### src/hdl/pmrs_regs.vh
// Purpose: Offsets, fields and reset values of the mode and reset sequencer
// Assumes: Avalon-MM 32-bit words on 5-bit byte addresses
// Notes: Bits above 7 of every register read as zero
`ifndef PMRS_REGS_VH
`define PMRS_REGS_VH

// ****************************************************************
// Register byte offsets
// ****************************************************************
`define OFS_SYSTEM_CONTROL 5'h00
`define OFS_RESET_FLAGS 5'h04
`define OFS_CLOCK_CONFIG 5'h08
`define OFS_RC_TRIM_FIRST 5'h0C
`define OFS_RC_TRIM_SECOND 5'h10

// ****************************************************************
// Field positions
// ****************************************************************
`define BIT_SLEEP_PERMIT 7
`define BIT_PCONF_RESET_ENABLE 6
`define BIT_BUS_ERROR_ENABLE 5
`define BIT_WATCHDOG_ENABLE 4
`define BIT_SLEEP_REQUEST 7
`define BIT_SLEPT_INDICATOR 6
`define BIT_FLAG_BUS_ERROR 5
`define BIT_FLAG_WATCHDOG 4
`define BIT_FLAG_PORT_WAKE 3
`define BIT_EXT_CLOCK_ENABLE 7
`define BIT_RC_BIAS_SELECT 6
`define BIT_XTAL_ENABLE 5
`define BIT_RC_ENABLE 4
`define CPU_DIVIDER_MSB 2

// ****************************************************************
// Reset values
// ****************************************************************
`define RST_SYSTEM_CONTROL 8'h00
`define RST_RESET_FLAGS 8'h00
`define RST_CLOCK_CONFIG 8'h10
`define RST_RC_TRIM 8'h00
`define PROGRAM_START 16'h0000

`endif

### src/hdl/sync_two_flop.v
// Purpose: Two flip-flop synchroniser for one level
// Assumes: Input is asynchronous to core_clk
// Notes: First stage feeds only the second stage
module sync_two_flop #(
    parameter RESET_VALUE = 1'b0
) (
    // Clock and reset
    input wire core_clk,
    input wire reset_n,
    // Level
    input wire async_in,
    output reg sync_out
);

reg meta_reg;

always @(posedge core_clk or negedge reset_n) begin
    if (!reset_n) begin
        meta_reg <= RESET_VALUE;
        sync_out <= RESET_VALUE;
    end else begin
        meta_reg <= async_in;
        sync_out <= meta_reg;
    end
end

endmodule // sync_two_flop

### src/hdl/power_mode_reset_sequencer.v
// Purpose: Operating modes, reset distribution and sleep control
// Assumes: reset_n is the power-on reset, 40 MHz core_clk
// Notes: Sleep stops the peripheral clocks, this logic stays awake
//
// Behaviour
// Cold reset clears all, RC on, restart zero
// Port wake keeps cold-reset-only bits
// System reset clears global bits, divider, CPU
// Halt enters standby, clocks keep running
// Reset or enabled request ends standby
// Sleep stops all clocks and peripherals
// Sleep only if permit set before request
// Wake only by POR, pin, port combination; the code also wakes on an enabled watchdog or bus error source
// Slept indicator stays set until cleared
// Port wake preserves control, flags, trims
// Software puts a no-op after sleep request
// Power-on wake means data RAM lost
// Data RAM has no reset
// Accept all reset sources, distribute them
// Cold reset only from POR or pin
// System reset from cold or enabled sources
// Port-config reset gated by enable bit
// Sleep request reads zero, system reset clears
// After reset return to active mode
// Sleep reset held throughout sleep
`include "pmrs_regs.vh"

module power_mode_reset_sequencer #(
    parameter RAM_DEPTH = 512,
    parameter RAM_ADDR_W = 9
) (
    // Clock and power-on reset
    input wire core_clk,
    input wire reset_n,
    // External pin and reset sources
    input wire ext_reset_pin_n,
    input wire port_combination_wake_reset,
    input wire watchdog_reset_req,
    input wire bus_error_req,
    // CPU handshake
    input wire halt_exec,
    input wire wake_request,
    // Avalon-MM slave
    input wire [4:0] avs_address,
    input wire avs_read,
    input wire avs_write,
    input wire [31:0] avs_writedata,
    output reg [31:0] avs_readdata,
    output reg avs_waitrequest,
    // Data RAM port
    input wire ram_write,
    input wire [RAM_ADDR_W-1:0] ram_address,
    input wire [7:0] ram_wdata,
    output reg [7:0] ram_rdata,
    // Internal resets, active low
    output reg reset_cold_n,
    output reg reset_system_n,
    output reg reset_pconf_n,
    output reg reset_sleep_n,
    // Mode and clock outputs
    output reg cpu_fetch_enable,
    output reg [15:0] cpu_start_address,
    output reg clocks_enable,
    output reg rc_osc_enable,
    output reg xtal_osc_enable,
    output reg [2:0] cpu_clock_divider,
    output reg ram_contents_lost,
    output reg [1:0] mode
);

// ****************************************************************
// Modes
// ****************************************************************
localparam MODE_ACTIVE = 2'b00;
localparam MODE_STANDBY = 2'b01;
localparam MODE_SLEEP = 2'b10;
localparam MODE_RESET = 2'b11;
// The mode output carries these same codes to the core

// ****************************************************************
// Input synchronisation
// ****************************************************************
wire pin_n_sync;
wire port_wake_sync;
wire wd_sync;
wire bus_err_sync;

// Reset low: the cold reset outlasts power-on until the pin has
// been seen high through both stages
sync_two_flop #(.RESET_VALUE(1'b0)) u_pin (
    .core_clk(core_clk),
    .reset_n(reset_n),
    .async_in(ext_reset_pin_n),
    .sync_out(pin_n_sync)
);

sync_two_flop #(.RESET_VALUE(1'b0)) u_port (
    .core_clk(core_clk),
    .reset_n(reset_n),
    .async_in(port_combination_wake_reset),
    .sync_out(port_wake_sync)
);

sync_two_flop #(.RESET_VALUE(1'b0)) u_wd (
    .core_clk(core_clk),
    .reset_n(reset_n),
    .async_in(watchdog_reset_req),
    .sync_out(wd_sync)
);

sync_two_flop #(.RESET_VALUE(1'b0)) u_berr (
    .core_clk(core_clk),
    .reset_n(reset_n),
    .async_in(bus_error_req),
    .sync_out(bus_err_sync)
);

// ****************************************************************
// Registers
// ****************************************************************
reg [7:0] system_control_reg;
reg [7:0] reset_flags_reg;
reg [7:0] clock_config_reg;
reg [7:0] rc_trim_first_reg;
reg [7:0] rc_trim_second_reg;
reg [1:0] mode_reg;
reg [1:0] mode_next;
reg sleep_request_reg;
reg [7:0] ram_mem [0:RAM_DEPTH-1];

wire cold_src;
wire wd_src;
wire berr_src;
wire global_src;
wire port_src;
wire pconf_src;
wire sleep_entry;
wire wr_sel;
wire [7:0] wd8;

// ****************************************************************
// Cause decode
// ****************************************************************
assign cold_src = !pin_n_sync;
// Enabled sources only; port wake counts only while asleep
assign wd_src = wd_sync && system_control_reg[`BIT_WATCHDOG_ENABLE];
assign berr_src = bus_err_sync
    && system_control_reg[`BIT_BUS_ERROR_ENABLE];
// Outside sleep the port pins carry ordinary traffic, so a matching
// pattern there must not reset the core
assign port_src = port_wake_sync && mode_reg == MODE_SLEEP;
assign global_src = cold_src || wd_src || berr_src
    || port_src;
assign pconf_src = cold_src
    || (global_src && system_control_reg[`BIT_PCONF_RESET_ENABLE]);
assign sleep_entry = mode_next == MODE_SLEEP && !global_src;
assign wr_sel = avs_write && !avs_waitrequest;
assign wd8 = avs_writedata[7:0];

// ****************************************************************
// Mode sequencing
// ****************************************************************
always @* begin
    case (mode_reg)
    MODE_ACTIVE: begin
        // A pending sleep request outranks a halt in the same cycle
        if (sleep_request_reg)
            mode_next = MODE_SLEEP;
        else if (halt_exec)
            mode_next = MODE_STANDBY;
        else
            mode_next = MODE_ACTIVE;
    end
    // Clocks keep running here; only instruction fetch stops
    MODE_STANDBY: begin
        if (wake_request)
            mode_next = MODE_ACTIVE;
        else
            mode_next = MODE_STANDBY;
    end
    MODE_SLEEP: mode_next = MODE_SLEEP;
    MODE_RESET: mode_next = MODE_ACTIVE;
    default: mode_next = MODE_RESET;
    endcase
end

// Sources override the sequence: any reset leaves standby or sleep
always @(posedge core_clk or negedge reset_n) begin
    if (!reset_n) begin
        mode_reg <= MODE_RESET;
    end else if (global_src) begin
        mode_reg <= MODE_RESET;
    end else begin
        mode_reg <= mode_next;
    end
end

// ****************************************************************
// Register file
// ****************************************************************
// Cold bits use the power-on reset and the pin only; a port wake
// goes through the system path and leaves them untouched.
always @(posedge core_clk or negedge reset_n) begin
    if (!reset_n) begin
        system_control_reg <= `RST_SYSTEM_CONTROL;
        reset_flags_reg <= `RST_RESET_FLAGS;
        clock_config_reg <= `RST_CLOCK_CONFIG;
        rc_trim_first_reg <= `RST_RC_TRIM;
        rc_trim_second_reg <= `RST_RC_TRIM;
        sleep_request_reg <= 1'b0;
    end else if (cold_src) begin
        system_control_reg <= `RST_SYSTEM_CONTROL;
        reset_flags_reg <= `RST_RESET_FLAGS;
        clock_config_reg <= `RST_CLOCK_CONFIG;
        rc_trim_first_reg <= `RST_RC_TRIM;
        rc_trim_second_reg <= `RST_RC_TRIM;
        sleep_request_reg <= 1'b0;
    end else if (global_src) begin
        // Flags record the cause; control and trims survive
        if (wd_src)
            reset_flags_reg[`BIT_FLAG_WATCHDOG] <= 1'b1;
        if (berr_src)
            reset_flags_reg[`BIT_FLAG_BUS_ERROR] <= 1'b1;
        if (port_src)
            reset_flags_reg[`BIT_FLAG_PORT_WAKE] <= 1'b1;
        // Oscillator and bias choices survive; only the divider restarts
        clock_config_reg[`CPU_DIVIDER_MSB:0] <= 3'h0;
        sleep_request_reg <= 1'b0;
    end else begin
        // The request bit is a strobe: it lives one cycle and reads 0
        sleep_request_reg <= 1'b0;
        if (mode_reg == MODE_SLEEP)
            reset_flags_reg[`BIT_SLEPT_INDICATOR] <= 1'b1;
        if (wr_sel) begin
            case (avs_address)
            `OFS_SYSTEM_CONTROL: begin
                system_control_reg[7:5] <= wd8[7:5];
                // Watchdog enable cannot be cleared by software
                if (wd8[`BIT_WATCHDOG_ENABLE])
                    system_control_reg[`BIT_WATCHDOG_ENABLE] <= 1'b1;
            end
            `OFS_RESET_FLAGS: begin
                // Permit sampled before this write takes effect
                sleep_request_reg <= wd8[`BIT_SLEEP_REQUEST]
                    && system_control_reg[`BIT_SLEEP_PERMIT];
                // Write 1 clears; a set in the same cycle wins
                if (wd8[`BIT_SLEPT_INDICATOR] && mode_reg != MODE_SLEEP)
                    reset_flags_reg[`BIT_SLEPT_INDICATOR] <= 1'b0;
                if (wd8[`BIT_FLAG_BUS_ERROR])
                    reset_flags_reg[`BIT_FLAG_BUS_ERROR] <= 1'b0;
                if (wd8[`BIT_FLAG_WATCHDOG])
                    reset_flags_reg[`BIT_FLAG_WATCHDOG] <= 1'b0;
                if (wd8[`BIT_FLAG_PORT_WAKE])
                    reset_flags_reg[`BIT_FLAG_PORT_WAKE] <= 1'b0;
            end
            `OFS_CLOCK_CONFIG: clock_config_reg <= wd8;
            `OFS_RC_TRIM_FIRST: rc_trim_first_reg <= wd8;
            `OFS_RC_TRIM_SECOND: rc_trim_second_reg <= wd8;
            default: ;
            endcase
        end
    end
end

// ****************************************************************
// Avalon answer: one wait cycle, then data
// ****************************************************************
always @(posedge core_clk or negedge reset_n) begin
    if (!reset_n) begin
        avs_waitrequest <= 1'b1;
        avs_readdata <= 32'h00000000;
    end else begin
        // Idle high, low for one cycle after a request is seen, so every
        // access costs two cycles and no wait counter is needed
        avs_waitrequest <= !((avs_read || avs_write) && avs_waitrequest);
        case (avs_address)
        `OFS_SYSTEM_CONTROL:
            avs_readdata <= {24'h000000, system_control_reg[7:4], 4'h0};
        `OFS_RESET_FLAGS:
            avs_readdata <= {24'h000000, 1'b0,
                reset_flags_reg[6:3], 3'h0};
        `OFS_CLOCK_CONFIG:
            avs_readdata <= {24'h000000, clock_config_reg};
        `OFS_RC_TRIM_FIRST:
            avs_readdata <= {24'h000000, rc_trim_first_reg};
        `OFS_RC_TRIM_SECOND:
            avs_readdata <= {24'h000000, rc_trim_second_reg};
        default: avs_readdata <= 32'h00000000;
        endcase
    end
end

// ****************************************************************
// Internal resets and mode outputs
// ****************************************************************
// Every internal reset leaves a flip-flop, so consumers never see
// a glitch from the source decode
always @(posedge core_clk or negedge reset_n) begin
    if (!reset_n) begin
        reset_cold_n <= 1'b0;
        reset_system_n <= 1'b0;
        reset_pconf_n <= 1'b0;
        reset_sleep_n <= 1'b0;
        cpu_fetch_enable <= 1'b0;
        cpu_start_address <= `PROGRAM_START;
        clocks_enable <= 1'b0;
        rc_osc_enable <= 1'b1;
        xtal_osc_enable <= 1'b0;
        cpu_clock_divider <= 3'h0;
        ram_contents_lost <= 1'b1;
        mode <= MODE_RESET;
    end else begin
        reset_cold_n <= !cold_src;
        reset_system_n <= !global_src;
        reset_pconf_n <= !pconf_src;
        reset_sleep_n <= !(cold_src || sleep_entry);
        cpu_fetch_enable <= !global_src
            && mode_next == MODE_ACTIVE;
        cpu_start_address <= `PROGRAM_START;
        clocks_enable <= global_src || mode_next != MODE_SLEEP;
        rc_osc_enable <= clock_config_reg[`BIT_RC_ENABLE];
        xtal_osc_enable <= clock_config_reg[`BIT_XTAL_ENABLE];
        cpu_clock_divider <= clock_config_reg[`CPU_DIVIDER_MSB:0];
        // Any RAM write means software has set up its data again
        if (cold_src)
            ram_contents_lost <= 1'b1;
        else if (ram_write)
            ram_contents_lost <= 1'b0;
        mode <= global_src ? MODE_RESET : mode_next;
    end
end

// ****************************************************************
// Data RAM
// ****************************************************************
// No reset on the array; contents are undefined until written
// Read data follow the address by one clock
always @(posedge core_clk) begin
    if (ram_write)
        ram_mem[ram_address] <= ram_wdata;
    ram_rdata <= ram_mem[ram_address];
end

endmodule // power_mode_reset_sequencer

### config.mk
export PLATFORM = sky130hd
export DESIGN_NAME = power_mode_reset_sequencer
export DESIGN_NICKNAME = d
export VERILOG_FILES = /design/src/hdl/sync_two_flop.v /design/src/hdl/power_mode_reset_sequencer.v
export VERILOG_INCLUDE_DIRS = /design/src /design/src/hdl
export SDC_FILE = /design/constraint.sdc
export NUM_CORES = 2
export LEC_CHECK = 0
export BUFFER_PORTS_ARGS = -buffer_cell sky130_fd_sc_hd__buf_2
export CORE_MARGIN = 5
export CORE_UTILIZATION = 30
export DETAILED_ROUTE_END_ITERATION = 7
export GPL_TIMING_DRIVEN = 1
export MAX_ROUTING_LAYER = met4
export SLEW_MARGIN = 20
export SYNTH_ARGS = -nofsm -noshare
export SYNTH_HDL_FRONTEND = slang
export SYNTH_SLANG_ARGS = --single-unit
### constraint.sdc
create_clock -name core_clk -period 3.4 [get_ports core_clk]
set_clock_uncertainty 0.2 [all_clocks]
set_input_delay 0.17 -clock core_clk [delete_from_list [all_inputs] [get_ports core_clk]]
set_output_delay 0.17 -clock core_clk [all_outputs]
set_load 0.02 [all_outputs]
---- After elaboration in Yosys (flattened, before gate mapping) ----
Memories as Yosys holds them, arrays and structs flattened. A register that Yosys moved wholly into a read port is not among the register bits.
Cells that the tools add are included.
cells by class
  divide/modulo/power cells ............... 0
  $add $sub $neg .......................... 0
  multiply operators ...................... 0
  equality and inequality tests ........... 27
  reductions and logical operators ........ 35
  muxes and demuxes ....................... 45
  bitwise logic cells ..................... 0
  shift-type cells ........................ 0
  order comparisons ....................... 0
operators with widths
  cell                                            count
  2-to-1 mux 8 bit                                11
  case mux 8 bit (5 select lines)                 1
  2-to-1 mux 4 bit                                7
  != test 3 bit (second input constant)           9
  2-to-1 mux 1 bit                                20
  != test 2 bit (second input constant)           10
  AND reduction 4 bit                             4
  AND reduction 3 bit                             4
  == test 5 x 4 -> 1 bit (second input constant)  2
  logical AND 1 bit                               10
  case mux 2 bit (4 select lines)                 1
  logical OR 1 bit                                7
  == test 2 bit (second input constant)           3
  zero test 1 bit                                 6
  2-to-1 mux 3 bit                                2
  == test 5 x 3 -> 1 bit (second input constant)  1
  == test 5 bit (second input constant)           1
  zero test 5 bit                                 1
  2-to-1 mux 5 bit                                1
  zero test 2 bit                                 2
  2-to-1 mux 2 bit                                2
  == test 2 x 1 -> 1 bit (second input constant)  1
  AND reduction 2 bit                             1
storage, ports and cells
  RAM bits ................................ 4096
  latch bits .............................. 0
  memory bits (read-only) ................. 0
  memories ................................ 1
  bits in registers ....................... 88
  output and inout bits ................... 71
  word-level logic and storage cells ...... 140
  bits of input ports ..................... 65
memories
  name     depth  bits a word  read ports  clocked after memory_dff  wr ports  line                              source
  ram_mem  512    8            1           1                         1         power_mode_reset_sequencer.v:129  reg [7:0] ram_mem [0:RAM_DEPTH-1];

---- Logic depth before layout (Yosys ltp) ----
  depth after elaboration ................. 8
  gate-level depth with buffers ........... 14
  gate-level depth less buffers ........... 8

---- By module ----
From an unflattened synthesis, not the netlist that was laid out.
unflattened totals
  cells, all modules ...................... 7847
  area, all modules ....................... 161972.8 µm²
modules (own cells, without submodules)
  module                      cells each  times used  seq. area each (µm²)  area an instance (µm²)
  power_mode_reset_sequencer  7839        1           124567.0              161772.7
  sync_two_flop               2           4           50.0                  50.0

---- Least setup slack after synthesis ----
No wires, ideal clock.
  kind .................................... input to register
  start ................................... input ram_address[1]
  end ..................................... memory ram_mem[462][0], enable pin
  setup time .............................. 0.370 ns
  path buffers ............................ 7
  data required time ...................... 2.830 ns
  path slack .............................. 0.389 ns
  stages on the path ...................... 10
  arrival ................................. 2.440 ns
  cell sequence ........................... buf_2 > buf_4 > buf_2 > buf_2 > buf_4 > buf_4 > nor2b_1 > nand3_1 > clkbuf_1 > nor2_1
RTL lines
  item                line                              source
  start: declaration  power_mode_reset_sequencer.v:52   input wire [RAM_ADDR_W-1:0] ram_address,
  end: declaration    power_mode_reset_sequencer.v:129
No word-level cell before the write port.

==> flow_metrics.env <==
export IMPL_status="finished, violations left"
export IMPL_violations="setup timing"
export IMPL_async_flop_share_pct=1.54
export IMPL_portBuffers=71
export IMPL_grt_first_pass_wirelength_um=643000
export IMPL_hold_violations=0
export IMPL_clk_pin_slew_worst_paths_ns=0.07
export IMPL_drc_errors=0
export IMPL_rsz0062_at_grt="no"
export IMPL_cts_made_buffers=402
export IMPL_setup_tns_ns=-0.100
export IMPL_pre_cts_ws_ns=-1.07
export IMPL_fin_crit_sh_pct=102
export IMPL_maxCapViolations=0
export IMPL_period_minus_slack_ns=3.46
export IMPL_coreArea_mm2=0.537
export IMPL_totalWireLength_um=453000
export IMPL_antenna_found_initial=36
export IMPL_crit_path_max_fanout=15
export IMPL_wl_met1_um=178000
export IMPL_grt_ovfl_total=0
export IMPL_clockBufferDepth=4
export IMPL_cts_sinks=4168
export IMPL_worstPathArrival_ns=4.11
export IMPL_grt_max_degree=128
export IMPL_worst_pin_slew_ns=1.43
export IMPL_met3_wirelength_um=42300
export IMPL_final_cell_mix="4,096 x edfxtp_1, 1,218 x buf_4, 964 x mux4_2, 572 x nor2_1, 405 x clkbuf_16"
export IMPL_p_leak_uw=0.0633
export IMPL_r2r_start="ram_mem[218][0]$_DFFE_PP_"
export IMPL_synth_distinct_cells=79
export IMPL_avgSynthCellArea_um2=21.2
export IMPL_hold_path_depth=2
export IMPL_wl_met2_um=215000
export IMPL_ys_seq_area_share_pct=77.1
export IMPL_fmax_ghz=0.289
export IMPL_routedWlPerCell_um=27.2
export IMPL_drive_gt1_share_pct=33.0
export IMPL_crit_path_end_kind="register"
export IMPL_row_count=269
export IMPL_fill_cells=48900
export IMPL_path_class="input pin to register"
export IMPL_drtIter0Drc=10100
export IMPL_layout_cells_non_filler=16600
export IMPL_synth_cells=7644
export IMPL_synth_area_leaders="edfxtp_1 76%, mux4_2 13%, mux2i_1 2.1%, nor2_1 1.3%, dfrtp_1 0.90%"
export IMPL_worstHoldStart="ram_wdata[5]"
export IMPL_htree_levels=5
export IMPL_top_register="ram_mem"
export IMPL_top_layer="met4"
export IMPL_syn_to_final_growth_pct=20.6
export IMPL_grt_pass1_vias=86200
export IMPL_ys_warn_count=0
export IMPL_synth_edf_count=4096
export IMPL_layout_commonest_cell="edfxtp_1"
export IMPL_root_buffer="clkbuf_16"
export IMPL_fin_ws_ns=-0.0570
export IMPL_initial_core_util_pct=30.1
export IMPL_drv_slew=0
export IMPL_power_total_uw=108000
export IMPL_hp_class="input pin to register"
export IMPL_die_area_mm2=0.554
export IMPL_largest_register_ffs=4096
export IMPL_relSlewSlack_pct=3.68
export IMPL_place_inst=15800
export IMPL_yosysTopAreaCell="edfxtp_1"
export IMPL_insertion_delay_ns=1.02
export IMPL_die_w_um=745
export IMPL_die_height_um=745
export IMPL_reg2reg_slack_ns=-0.01
export IMPL_synth_ff_type="edfxtp_1"
export IMPL_hold_end="ram_mem[217][5]$_DFFE_PP_"
export IMPL_crit_required_ns=4.05
export IMPL_synth_seq_cells=4168
export IMPL_routed_via_density=5.10
export IMPL_dr_pass1_iters=8
export IMPL_track_usage_pct=16.4
export IMPL_rr_endpoint="ram_rdata[0]$_DFF_P_"
export IMPL_ant_nets=0
export IMPL_final_nets=9142
export IMPL_ios=136
export IMPL_ir_worst_vdd_mv=0.455
export IMPL_worst_setup_path_start_kind="input pin"
export IMPL_cts_tree="yes"
export IMPL_dp_hpwl_um=298000
export IMPL_netlist_area_leader_share_pct=76.0
export IMPL_place_gp_congestion=0.910
export IMPL_setup_viol=2
export IMPL_reg2reg_depth=9
export IMPL_power_density_mw_per_mm2=553
export IMPL_synth_area_mm2=0.162
export IMPL_vias=84700
export IMPL_hold_ws_ns=0.0509
==> layer usage <==
| metal | track usage [%] | vias up |
|---|---|---|
| li1 | - | 34700 |
| met2 | 25.7 | 4238 |
| met3 | 3.48 | 754 |
| met1 | 21.2 | 45000 |
| met5 | - | - |
| met4 | 5.58 | 0 |
==> area by class of cell <==
| cell class | count | area [um^2] | area share [%] |
|---|---|---|---|
| Clock buffer | 493 | 10500 | 5.40 |
| Timing Repair Buffer | 1504 | 13300 | 6.82 |
| Clock inverter | 252 | 2820 | 1.44 |
| Multi-Input combinational cell | 2977 | 34700 | 17.8 |
| Antenna cell | 24 | 60.1 | 0.0308 |
| Sequential cell | 4168 | 125000 | 63.9 |
| Inverter | 24 | 100 | 0.0513 |
| Tap cell | 7181 | 8980 | 4.60 |
==> cells by family (layout without fill, tap and decap cells) <==
kind of cell / count (synthesis) / after routing / share of synthesized area [%]
AND/OR/NAND/NOR: 1032 / 1032 / 2.85
multiplexers: 1352 / 1352 / 15.8
buffers and inverters: 538 / 2273 / 1.82
flip-flops: 4168 / 4168 / 77.1
AO/OA/AOI/OAI: 553 / 553 / 2.41
other: 1 / 64 / 0.00232
==> worst max path at each step <==
stage / startpoint / to / cells past startpoint
2_1_floorplan: ram_address[1] / ram_mem[462][0]$_DFFE_PP_ / 10
3_3_place_gp: ram_address[1] / ram_rdata[1]$_DFF_P_ / 13
3_5_place_dp: ram_address[1] / ram_rdata[1]$_DFF_P_ / 13
4_1_cts: ram_mem[315][1]$_DFFE_PP_ / ram_rdata[1]$_DFF_P_ / 9
5_1_grt: ram_mem[251][1]$_DFFE_PP_ / ram_rdata[1]$_DFF_P_ / 9
6_report: ram_address[6] / ram_rdata[5]$_DFF_P_ / 10
==> worst max-delay path, cell delays in order <==
cell and delay, ns:
dlygate4sd3_1 0.64, buf_2 0.49, nor3b_2 0.21, nand2_1 0.66, buf_4 0.23, o32a_1 0.31, o2111ai_1 0.39, a211o_1 0.39
nor4_1 0.41, nand3_1 0.16
==> synth_stat cells, drive strengths merged (43+ instances only) <==
library cell	n
mux2i	340
mux4	964
dfrtp	58
mux2	48
nand3	98
a22oi	43
nor2	578
buf	338
nand2	150
a21oi	68
a221oi	43
clkbuf	176
edfxtp	4096
o21ai	65
o22ai	122
==> report_power, final <==
part	internal, uW	leakage, uW	switching, uW	total, uW
Combinational	2240	0.0191	3620	5860
Sequential	56500	0.0377	94.7	56600
Clock	25900	0.00651	19600	45500
==> per-stage QoR <==
stage                     instance area, um^2  util [%]
after floorplan                        162000         -
after global placement                 181000      33.7
after detailed placement               181000      33.7
after CTS                              195000      36.3
after global routing                   195000      36.3
final                                  195000      36.4
==> what timing repair did <==
action / 4_1_cts / 5_1_grt
setup buffers: 0 / 3
hold buffers: 63 / 0
pin swaps: 1 / 5
setup endpoints to repair: 3 / 3
hold endpoints to repair: 4101 / 0
resized for setup: 7 / 10
Note: power is estimated with default switching activity, not from simulation.
